### config.mk
export PLATFORM = sky130hd
export DESIGN_NAME = icc_core
export DESIGN_NICKNAME = d
export VERILOG_FILES = /design/src/rtl/icc_pkg.sv /design/src/rtl/icc_core.sv /design/src/rtl/icc_src_sel.sv
export SDC_FILE = /design/constraint.sdc
export NUM_CORES = 1
export LEC_CHECK = 0
export BUFFER_PORTS_ARGS = -buffer_cell sky130_fd_sc_hd__buf_2
export CORE_ASPECT_RATIO = 1.4
export CORE_MARGIN = 1
export CORE_UTILIZATION = 50
export CTS_CLUSTER_DIAMETER = 60
export DETAILED_ROUTE_END_ITERATION = 16
export PLACE_DENSITY = 0.72
export SYNTH_ARGS = -nofsm -noshare
export SYNTH_HDL_FRONTEND = slang
export SYNTH_SLANG_ARGS = --single-unit
### constraint.sdc
create_clock -name clk_i -period 8.5 [get_ports clk_i]
set_input_delay 0.425 -clock clk_i [delete_from_list [all_inputs] [get_ports clk_i]]
set_output_delay 0.425 -clock clk_i [all_outputs]
set_load 0.01 [all_outputs]
### src/rtl/icc_pkg.sv
/*
 Package for the input capture control block: register offsets, field
 positions, reset values, mode and source codes, and the packed carriers.
 Assumes a 32-bit classic Wishbone register bus and one 50 MHz clock.
*/
package icc_pkg;
	// Register word offsets (byte addresses)
	localparam logic [3:0] ICC_OFS_CTRL1 = 4'h0;
	localparam logic [3:0] ICC_OFS_CTRL2 = 4'h4;
	localparam logic [3:0] ICC_OFS_BUF = 4'h8;
	localparam logic [3:0] ICC_OFS_STAT = 4'hC;
	// Primary control field positions
	localparam int ICC_P_HALT = 13;
	localparam int ICC_P_TSEL = 10;
	localparam int ICC_P_IRATE = 5;
	localparam int ICC_P_OVF = 4;
	localparam int ICC_P_BNE = 3;
	localparam int ICC_P_MODE = 0;
	// Secondary control field positions
	localparam int ICC_P_CASC = 8;
	localparam int ICC_P_TRIG = 7;
	localparam int ICC_P_TSTAT = 6;
	localparam int ICC_P_SYNC = 0;
	// Writable bit masks; other bits read zero, except the read-only OVF and BNE flags
	localparam logic [15:0] ICC_MASK1 = 16'h3C67;
	localparam logic [15:0] ICC_MASK2 = 16'h01DF;
	localparam logic [15:0] ICC_RESET_VAL = 16'h0000;
	// Buffer depth
	localparam int ICC_DEPTH = 4;
	localparam logic [3:0] ICC_PRESCALE_LAST = 4'hF;
	// Capture mode codes
	localparam logic [2:0] ICC_M_OFF = 3'h0;
	localparam logic [2:0] ICC_M_BOTH = 3'h1;
	localparam logic [2:0] ICC_M_FALL = 3'h2;
	localparam logic [2:0] ICC_M_RISE = 3'h3;
	localparam logic [2:0] ICC_M_DIV4 = 3'h4;
	localparam logic [2:0] ICC_M_DIV16 = 3'h5;
	localparam logic [2:0] ICC_M_DIS = 3'h6;
	localparam logic [2:0] ICC_M_WAKE = 3'h7;
	// Time base codes
	localparam logic [2:0] ICC_TB_T3 = 3'h0;
	localparam logic [2:0] ICC_TB_T2 = 3'h1;
	localparam logic [2:0] ICC_TB_T4 = 3'h2;
	localparam logic [2:0] ICC_TB_T5 = 3'h3;
	localparam logic [2:0] ICC_TB_T1 = 3'h4;
	localparam logic [2:0] ICC_TB_SYS = 3'h7;
	// Sync source codes
	localparam logic [4:0] ICC_S_NONE = 5'h00;
	localparam logic [4:0] ICC_S_OC1 = 5'h01;
	localparam logic [4:0] ICC_S_OC9 = 5'h09;
	localparam logic [4:0] ICC_S_IC5 = 5'h0A;
	localparam logic [4:0] ICC_S_TM1 = 5'h0B;
	localparam logic [4:0] ICC_S_TM5 = 5'h0F;
	localparam logic [4:0] ICC_S_IC7 = 5'h12;
	localparam logic [4:0] ICC_S_IC8 = 5'h13;
	localparam logic [4:0] ICC_S_IC1 = 5'h14;
	localparam logic [4:0] ICC_S_IC4 = 5'h17;
	localparam logic [4:0] ICC_S_AN0 = 5'h18;
	localparam logic [4:0] ICC_S_AN4 = 5'h1C;
	localparam logic [4:0] ICC_S_IC6 = 5'h1D;
	localparam logic [4:0] ICC_S_IC9 = 5'h1E;

	// Event sources offered to the selector
	typedef struct packed {
		logic [4:0] timer;
		logic [8:0] compare;
		logic [8:0] capture;
		logic [4:0] analog;
	} icc_src_s;

	// Wishbone request
	typedef struct packed {
		logic cyc;
		logic stb;
		logic we;
		logic [3:0] sel;
		logic [3:0] adr;
		logic [31:0] dat;
	} icc_wb_req_s;
endpackage : icc_pkg

### src/rtl/icc_core.sv
/*
 One enhanced input capture channel: control registers on classic
 Wishbone, edge modes, channel counter, 4-entry capture buffer.
 Assumes timer ticks, source strobes and cascade inputs are same-clock
 pulses; capture pin and sleep/idle levels are asynchronous.
*/
// Function
// 3-bit time base select; 111 system clock, 100..000 timers, 110/101 reserved.
// Read-only overflow flag sets when capture arrives with buffer full.
// Mode 111 gives a rising-edge wake interrupt only in sleep or idle.
// Mode 110 disables the channel; no captures.
// Mode 101 captures on every sixteenth rising edge.
// Cascade bit set in both pair channels forms one 32-bit unit.
// Cascade bit clear runs an independent 16-bit channel.
// Trigger bit 1 waits for trigger; 0 resyncs counter to source.
// Trigger status sets by hardware on trigger; software may set it.
// Trigger status zero holds the counter cleared and stopped.
// Sync code 00000 selects no source.
// Codes 01011..01111 select timers 1..5.
// Codes 00001..01001 select compare channels 1..9.
// Listed codes select capture channels 1..9.
// Software uses analog codes 11000..11100 only as triggers.
// Codes 11111 and 1000x are reserved, no source.
// Unimplemented control bits read zero, ignore writes.
// Free-running counter wraps; each capture pushes counter value.
// Buffer-not-empty stays set until every entry is read.
// Source 00000 with trigger set waits for software trigger status.
// Cascade odd channel is low half; its wrap increments the even.
// Interrupt rate 1..4 captures per interrupt; ignored in both-edge mode.
// Modes 100 every 4th rise, 011 rise, 010 fall, 001 both, 000 off.
// Halt-in-idle bit stops the channel while chip is idle.
`timescale 1ns/100ps
module icc_core
	import icc_pkg::*;
(
	input wire logic clk_i,
	input wire logic reset_n_i,
	input wire logic clk_en_i,
	input wire icc_wb_req_s wb_i,
	output logic [31:0] wb_dat_o,
	output logic wb_ack_o,
	input wire logic capture_input_i,
	input wire logic idle_i,
	input wire logic sleep_i,
	input wire logic [4:0] timer_tick_i,
	input wire icc_src_s src_i,
	input wire logic cascade_carry_i,
	output logic cascade_carry_o,
	output logic capture_irq_o,
	output logic capture_event_o
);
	typedef struct packed {
		logic [15:0] ctrl1;
		logic [15:0] ctrl2;
		logic [15:0] cnt;
		logic [3:0][15:0] buf_mem;
		logic [1:0] rd_ptr;
		logic [1:0] wr_ptr;
		logic [2:0] fill;
		logic [3:0] presc;
		logic [1:0] irq_cnt;
		logic [2:0] pin_sync;
		logic [3:0] pm_sync;
		logic [31:0] rdat;
		logic ack;
		logic carry;
		logic irq;
		logic evt;
	} icc_state_s;

	icc_state_s s_q;
	icc_state_s s_d;
	logic src_hit;
	logic src_valid;

	////////////////////////////////////////////////////////////////
	// Source selector
	icc_src_sel u_src_sel (
		.code_i(s_q.ctrl2[ICC_P_SYNC +: 5]),
		.src_i(src_i),
		.hit_o(src_hit),
		.valid_o(src_valid)
	);

	////////////////////////////////////////////////////////////////
	// Next-state logic
	logic [2:0] mode;
	logic [2:0] tsel;
	logic pin;
	logic rise;
	logic fall;
	logic tick;
	logic run;
	logic cap;
	logic casc;
	logic trig;
	logic wr;
	logic rd;
	logic [15:0] wval;

	always_comb
	begin
		s_d = s_q;
		mode = s_q.ctrl1[ICC_P_MODE +: 3];
		tsel = s_q.ctrl1[ICC_P_TSEL +: 3];
		casc = s_q.ctrl2[ICC_P_CASC];
		trig = s_q.ctrl2[ICC_P_TRIG];
		// Stage 2 of each synchroniser feeds logic; pin stage 3 also feeds the edge detect
		pin = s_q.pin_sync[1];
		rise = pin & ~s_q.pin_sync[2];
		fall = ~pin & s_q.pin_sync[2];
		s_d.pin_sync = {pin, s_q.pin_sync[0], capture_input_i};
		s_d.pm_sync = {s_q.pm_sync[2], sleep_i, s_q.pm_sync[0], idle_i};
		s_d.ack = 1'b0;
		s_d.irq = 1'b0;
		s_d.evt = 1'b0;
		s_d.carry = 1'b0;
		wr = wb_i.cyc & wb_i.stb & wb_i.we & ~s_q.ack & wb_i.sel[0] & wb_i.sel[1];
		rd = wb_i.cyc & wb_i.stb & ~wb_i.we & ~s_q.ack;
		wval = wb_i.dat[15:0];
		// time base tick select, reserved codes never tick
		case (tsel)
			ICC_TB_SYS: tick = 1'b1;
			ICC_TB_T1: tick = timer_tick_i[0];
			ICC_TB_T2: tick = timer_tick_i[1];
			ICC_TB_T3: tick = timer_tick_i[2];
			ICC_TB_T4: tick = timer_tick_i[3];
			ICC_TB_T5: tick = timer_tick_i[4];
			default: tick = 1'b0;
		endcase
		// cascaded upper half counts on the partner carry
		if (casc)
			tick = cascade_carry_i;
		// halt in idle; R4: disabled modes stop
		run = !(s_q.ctrl1[ICC_P_HALT] && s_q.pm_sync[1])
			&& mode != ICC_M_OFF && mode != ICC_M_DIS && mode != ICC_M_WAKE;
		// hardware sets trigger status on trigger event
		if (trig && src_valid && src_hit)
			s_d.ctrl2[ICC_P_TSTAT] = 1'b1;
		// free-running and sync modes need no trigger
		if (!trig)
			s_d.ctrl2[ICC_P_TSTAT] = 1'b1;
		// held clear until triggered
		if (trig && !s_q.ctrl2[ICC_P_TSTAT])
			s_d.cnt = 16'h0000;
		// sync mode resets counter on source event
		else if (!trig && src_valid && src_hit)
			s_d.cnt = 16'h0000;
		// free running count with wrap; R21: carry out on wrap
		else if (run && tick)
		begin
			s_d.cnt = s_q.cnt + 16'h0001;
			s_d.carry = (s_q.cnt == 16'hFFFF);
		end
		// edge decode; R5: sixteenth rise via prescaler
		cap = 1'b0;
		unique case (mode)
			ICC_M_BOTH: cap = rise | fall;
			ICC_M_FALL: cap = fall;
			ICC_M_RISE: cap = rise;
			ICC_M_DIV4, ICC_M_DIV16:
			begin
				if (rise)
				begin
					s_d.presc = s_q.presc + 4'h1;
					cap = (mode == ICC_M_DIV4) ? (s_q.presc[1:0] == 2'h3)
						: (s_q.presc == ICC_PRESCALE_LAST);
				end
			end
			// wake interrupt only in sleep or idle
			ICC_M_WAKE: s_d.irq = rise & (s_q.pm_sync[1] | s_q.pm_sync[3]);
			ICC_M_OFF, ICC_M_DIS: s_d.presc = 4'h0;
		endcase
		// cascaded channel keeps its own buffer of its half
		cap = cap & run & (!trig || s_q.ctrl2[ICC_P_TSTAT]);
		// Read of the buffer pops one entry
		s_d.rdat = 32'h0000_0000;
		if (rd)
		begin
			unique case (wb_i.adr)
				ICC_OFS_CTRL1: s_d.rdat = {16'h0000, s_q.ctrl1};
				ICC_OFS_CTRL2: s_d.rdat = {16'h0000, s_q.ctrl2};
				ICC_OFS_BUF:
				begin
					s_d.rdat = {16'h0000, s_q.buf_mem[s_q.rd_ptr]};
					// pop clears not-empty after last entry
					if (s_q.fill != 3'h0)
					begin
						s_d.rd_ptr = s_q.rd_ptr + 2'h1;
						s_d.fill = s_q.fill - 3'h1;
					end
				end
				default: s_d.rdat = 32'h0000_0000;
			endcase
		end
		if (cap)
		begin
			s_d.evt = 1'b1;
			// full buffer sets overflow and drops the value
			if (s_d.fill == 3'(ICC_DEPTH))
				s_d.ctrl1[ICC_P_OVF] = 1'b1;
			else
			begin
				// push current counter value
				s_d.buf_mem[s_q.wr_ptr] = s_q.cnt;
				s_d.wr_ptr = s_q.wr_ptr + 2'h1;
				s_d.fill = s_d.fill + 3'h1;
			end
			// interrupt every 1..4 captures; every edge in both mode
			if (mode == ICC_M_BOTH || s_q.irq_cnt == s_q.ctrl1[ICC_P_IRATE +: 2])
			begin
				s_d.irq = 1'b1;
				s_d.irq_cnt = 2'h0;
			end
			else
				s_d.irq_cnt = s_q.irq_cnt + 2'h1;
		end
		// hardware clears overflow once the buffer drains
		if (s_d.fill == 3'h0 && !cap)
			s_d.ctrl1[ICC_P_OVF] = 1'b0;
		// not-empty tracks the fill level
		s_d.ctrl1[ICC_P_BNE] = (s_d.fill != 3'h0);
		// writes reach only implemented bits
		if (wr && wb_i.adr == ICC_OFS_CTRL1)
		begin
			s_d.ctrl1 = (s_d.ctrl1 & ~ICC_MASK1) | (wval & ICC_MASK1);
			s_d.irq_cnt = 2'h0;
		end
		if (wr && wb_i.adr == ICC_OFS_CTRL2)
		begin
			// software may set status; hardware set wins a clear
			s_d.ctrl2 = (wval & ICC_MASK2)
				| {9'h000, s_d.ctrl2[ICC_P_TSTAT] & ~s_q.ctrl2[ICC_P_TSTAT], 6'h00};
		end
		if (wb_i.cyc && wb_i.stb && !s_q.ack)
			s_d.ack = 1'b1;
		if (!rd)
			s_d.rdat = s_q.rdat & {32{1'b0}};
		else if (wb_i.adr == ICC_OFS_STAT)
			s_d.rdat = {26'h0, s_q.fill, s_q.irq_cnt, s_q.ctrl2[ICC_P_TSTAT]};
	end

	////////////////////////////////////////////////////////////////
	// State register, frozen while clock enable is low
	always_ff @(posedge clk_i or negedge reset_n_i)
	begin
		if (!reset_n_i)
			s_q <= '0;
		else if (clk_en_i)
			s_q <= s_d;
	end

	assign wb_dat_o = s_q.rdat;
	assign wb_ack_o = s_q.ack;
	assign cascade_carry_o = s_q.carry;
	assign capture_irq_o = s_q.irq;
	assign capture_event_o = s_q.evt;

	////////////////////////////////////////////////////////////////
	// Checks
	overflow_on_full_a:
	assert property (@(posedge clk_i) disable iff (!reset_n_i)
		clk_en_i && cap && s_q.fill == 3'h4 && !rd
		|=> s_q.ctrl1[ICC_P_OVF])
	else $error("overflow flag not set on full buffer");

	bne_tracks_fill_a:
	assert property (@(posedge clk_i) disable iff (!reset_n_i)
		s_q.ctrl1[ICC_P_BNE] == (s_q.fill != 3'h0))
	else $error("not-empty flag disagrees with fill");

	disabled_no_cap_a:
	assert property (@(posedge clk_i) disable iff (!reset_n_i)
		clk_en_i && s_q.ctrl1[2:0] == ICC_M_DIS |=> !s_q.evt)
	else $error("capture while disabled");

	held_clear_a:
	assert property (@(posedge clk_i) disable iff (!reset_n_i)
		clk_en_i && trig && !s_q.ctrl2[ICC_P_TSTAT] && !(wr && wb_i.adr == ICC_OFS_CTRL2)
		|=> s_q.cnt == 16'h0000)
	else $error("counter ran before trigger");

	wrap_carry_a:
	assert property (@(posedge clk_i) disable iff (!reset_n_i)
		s_q.carry |-> s_q.cnt == 16'h0000)
	else $error("carry without wrap");

	reserved_bits_a:
	assert property (@(posedge clk_i) disable iff (!reset_n_i)
		(s_q.ctrl1 & ~(ICC_MASK1 | 16'h0018)) == 16'h0 && (s_q.ctrl2 & ~ICC_MASK2) == 16'h0)
	else $error("reserved control bits set");

	ack_one_cycle_a: // Wishbone ack lasts one cycle
	assert property (@(posedge clk_i) disable iff (!reset_n_i)
		s_q.ack && clk_en_i |=> !s_q.ack)
	else $error("ack held two cycles");

	sync_reset_a:
	assert property (@(posedge clk_i) disable iff (!reset_n_i)
		clk_en_i && !trig && src_valid && src_hit |=> s_q.cnt == 16'h0000)
	else $error("sync event did not reset counter");
endmodule : icc_core

### src/rtl/icc_src_sel.sv
/*
 Sync and trigger source selector: decodes the 5-bit source code into one
 event strobe. Assumes the source strobes are same-clock pulses.
*/
`timescale 1ns/100ps
module icc_src_sel
	import icc_pkg::*;
(
	input wire logic [4:0] code_i,
	input wire icc_src_s src_i,
	output logic hit_o,
	output logic valid_o
);
	////////////////////////////////////////////////////////////////
	// Code to source decode
	always_comb
	begin
		hit_o = 1'b0;
		valid_o = 1'b1;
		// no source at all
		if (code_i == ICC_S_NONE)
			valid_o = 1'b0;
		// compare channels 1..9
		else if (code_i >= ICC_S_OC1 && code_i <= ICC_S_OC9)
			hit_o = src_i.compare[4'(code_i - ICC_S_OC1)];
		// capture channel 5
		else if (code_i == ICC_S_IC5)
			hit_o = src_i.capture[4];
		// timers 1..5 ascending
		else if (code_i >= ICC_S_TM1 && code_i <= ICC_S_TM5)
			hit_o = src_i.timer[3'(code_i - ICC_S_TM1)];
		// capture channels 7, 8
		else if (code_i == ICC_S_IC7 || code_i == ICC_S_IC8)
			hit_o = src_i.capture[4'(code_i - ICC_S_IC7) + 4'h6];
		// capture channels 1..4
		else if (code_i >= ICC_S_IC1 && code_i <= ICC_S_IC4)
			hit_o = src_i.capture[4'(code_i - ICC_S_IC1)];
		// trigger-only analog sources
		else if (code_i >= ICC_S_AN0 && code_i <= ICC_S_AN4)
			hit_o = src_i.analog[3'(code_i - ICC_S_AN0)];
		// capture channels 6 and 9
		else if (code_i == ICC_S_IC6)
			hit_o = src_i.capture[5];
		else if (code_i == ICC_S_IC9)
			hit_o = src_i.capture[8];
		// reserved codes select nothing
		else
			valid_o = 1'b0;
	end
endmodule : icc_src_sel

==> flow_summary.yaml <==
final_layout:
  syn_to_final_growth_pct: 12.3
  seq_area_um2: 3480
  multi_input_area_um2: 3870
  nNetsFinal: 856
  fin_cells: 957
  n_antenna_cell: 0
  drive_gt1_share_pct: 30.2
  fillCellCount: 1259
  fin_util_pct: 57.7
timing:
  setup_tns_ns: 0
  finalSetupViolCount: 0
  fin_skew_ns: 0.00898
  hold_violations: 0
  period_minus_slack_ns: 3.74
  max_slew_margin_pct: 38.1
  worst_pin_slew_ns: 0.929
  max_freq_ghz: 0.267
  rsz0062_at_grt: "false"
  slew_viol_final: 0
  finalCritPeriodShare_pct: 44.0
  setup_ws_ns: 4.76
clocking:
  cts_buffers: 17
  clk_path_buf_depth: 2
  clk_latency_ns: 0.43
  cts_root_buf: "clkbuf_16"
  post_cts_buffers: 0
  hold_buffers: 0
  path_clk_slew_ns: 0.06
  cts_sinks: 139
  cts_tree: "yes"
  post_cts_resized: 0
  cts-htree-levels: 4
job:
  drv_cap: 0
detailed_routing:
  num_vias: 5607
  drt_wl_total_um: 17900
  wl_per_cell_um: 18.8
  dr.first_iter.drc_count: 305
  viasPerCell: 5.86
  drc: 0
  antenna_left: 0
  firstDrtPassIters: 4
critical_path:
  slowest_stage: "dfrtp_1"
  cp_common_cell: "a21oi_1"
  critPathCaptureType: "flip-flop"
  critical-path-max-stage-delay_ns: 0.84
  crit_type: "flip-flop to flip-flop"
  timing.critical_path.buf_inv: 1
  cp_max_fo: 19
  required_ns: 8.85
  critPathTopFamily: "compound AO/OA/AOI/OAI gates"
  cp.arrival_ns: 4.09
  start_kind: "flip-flop"
  path_cells: "inv_1 > ha_1 > mux4_2 > a21oi_1 > nand3b_1 > o2111ai_1 > o21bai_2 > a21oi_1 > nor2_1 > a21oi_1"
logic_synthesis:
  synth_fa_ha_area_share_pct: 3.38
  netlist_area_um2: 7770
  synth_flop_cell: "dfrtp_1"
  synth_top_family_by_area: "multiplexers"
  ys_ff_latch: 139
  avgSynthCellArea_um2: 11.0
  synthArstFlopShare_pct: 100
  synth-xor-area-share_pct: 1.13
  ys.warnings.count: 0
  synth-simple-area-share_pct: 12.1
  synth_cells: 705
  synthMuxAreaShare_pct: 19.9
  synth_compound_area_share_pct: 12.5
  yosysSeqAreaShare_pct: 44.8
  synth_edf_count: 0
  ys_types: 61
placed_design:
  numPortBuffers: 81
  hpwl_um: 12800
  place_inst: 925
  place_congestion: 0.903
  pre_cts_slack_ns: 4.75
power:
  power.leakage_nw: 4.14
  power_w: 0.00161
  peakVddDrop_mv: 0.131
  p_per_area_nw_per_um2: 184
outcome:
  run_status: "completed"
floorplanning:
  ios: 119
  dieHeight_um: 150
  std_cell_rows: 53
  core-area_um2: 15100
  die_w_um: 107
  dieArea_um2: 16000
  start_util_pct: 51.4
grt:
  grt_pass1_vias: 5678
  grt_overflow: 0
  use_met3_pct: 5.01
  grt_pass1_wl_um: 28400
  met1_usage_pct: 26.5
  busiest_layer: "met2"
  grt_start_max_net_pins: 85
  grt_use_total_pct: 23.4
  grt_use_met2_pct: 41.7
  grt_antenna_before_repair: 0
worst_hold_path:
  hold_class: "input port to asynchronous set/reset pin"
kinds of logic after synthesis:
kind of cell | count (synthesis)
and+or+nand+nor | 184
AOI/OAI and AO/OA | 140
DFF | 139
muxes | 118
buffers and inverters | 92
adders and majority gates | 21
xor gates and xnor gates | 10
other | 1
cells in the final DEF, fill, tap and decap left out, types with 26 or more instances in the layout:
cell type / synthesis / final
dfrtp_1: 139 / 139
mux2_2: 83 / 83
buf_2: 10 / 80
nand2_1: 58 / 58
o21ai_0: 39 / 39
nor2_1: 32 / 32
a21oi_1: 26 / 26
sequential cells by signal (all words and copies together), names as in the netlist:
name	count
capture_event_o	1
capture_irq_o	1
casc	1
cascade_carry_o	1
mode	3
pin	1
s_d	3
s_q	111
wb_ack_o	1
wb_dat_o	16
cells in the mapped netlist (10+ instances only):
| master | count | area, um^2 |
|---|---|---|
| a21oi_1 | 26 | 130 |
| clkbuf_1 | 25 | 93.8 |
| inv_1 | 21 | 78.8 |
| dfrtp_1 | 139 | 3480 |
| mux2_2 | 83 | 935 |
| buf_4 | 32 | 240 |
| mux2i_1 | 13 | 130 |
| mux4_2 | 21 | 473 |
| buf_2 | 10 | 50.1 |
| nor2_1 | 32 | 120 |
| o2bb2ai_1 | 13 | 114 |
| ha_1 | 21 | 263 |
| nand2_1 | 58 | 218 |
| o21ai_0 | 39 | 195 |
| nand3_1 | 21 | 105 |
per-layer routing:
| layer | vias to the layer above | wire length, um |
|---|---|---|
| met5 | - | 0 |
| met4 | 0 | 520 |
| met3 | 38 | 831 |
| met2 | 149 | 9530 |
| met1 | 2811 | 7070 |
| li1 | 2609 | - |
power breakdown:
group | leakage (nW) | switching, W | internal (W)
logic | 1.96 | 0.0000762 | 0.0000561
registers | 1.89 | 0.0000266 | 0.000679
clock network | 0.294 | 0.000279 | 0.000491
total | 4.14 | 0.000382 | 0.00123
per-stage QoR:
| step | cell area [um^2] | hold slack (ns) |
|---|---|---|
| 6_report | 8720 | 0.0494 |
| 3_5_place_dp | 8100 | 0.469 |
| 2_1_floorplan | 7830 | 0.129 |
| 5_1_grt | 8720 | 0.115 |
| 3_3_place_gp | 8100 | 0.457 |
| 4_1_cts | 8720 | 0.0793 |
final cells by class:
type | instances | area share [%]
clock buffer | 22 | 5.55
clock inverter | 10 | 1.59
inverter | 21 | 0.904
multi-input combinational | 489 | 44.3
sequential | 139 | 39.9
tap | 192 | 2.75
timing repair buffer | 84 | 4.98
final timing paths:
kind	startpoint	to	slack (ns)	cells past startpoint
worst max-delay path	s_q[136]	s_q[135]	4.76	10
worst min-delay path	reset_n_i	s_q[107]	0.05	1
worst max register to register	s_q[136]	s_q[135]	4.76	10
worst min register to register	s_q[96]	s_q[96]	0.48	2
max in group asynchronous	reset_n_i	s_q[98]	7.25	2
min in group clk_i	idle_i	s_d[37]	0.22	2
No activity file was read; power rests on OpenSTA's default activity.
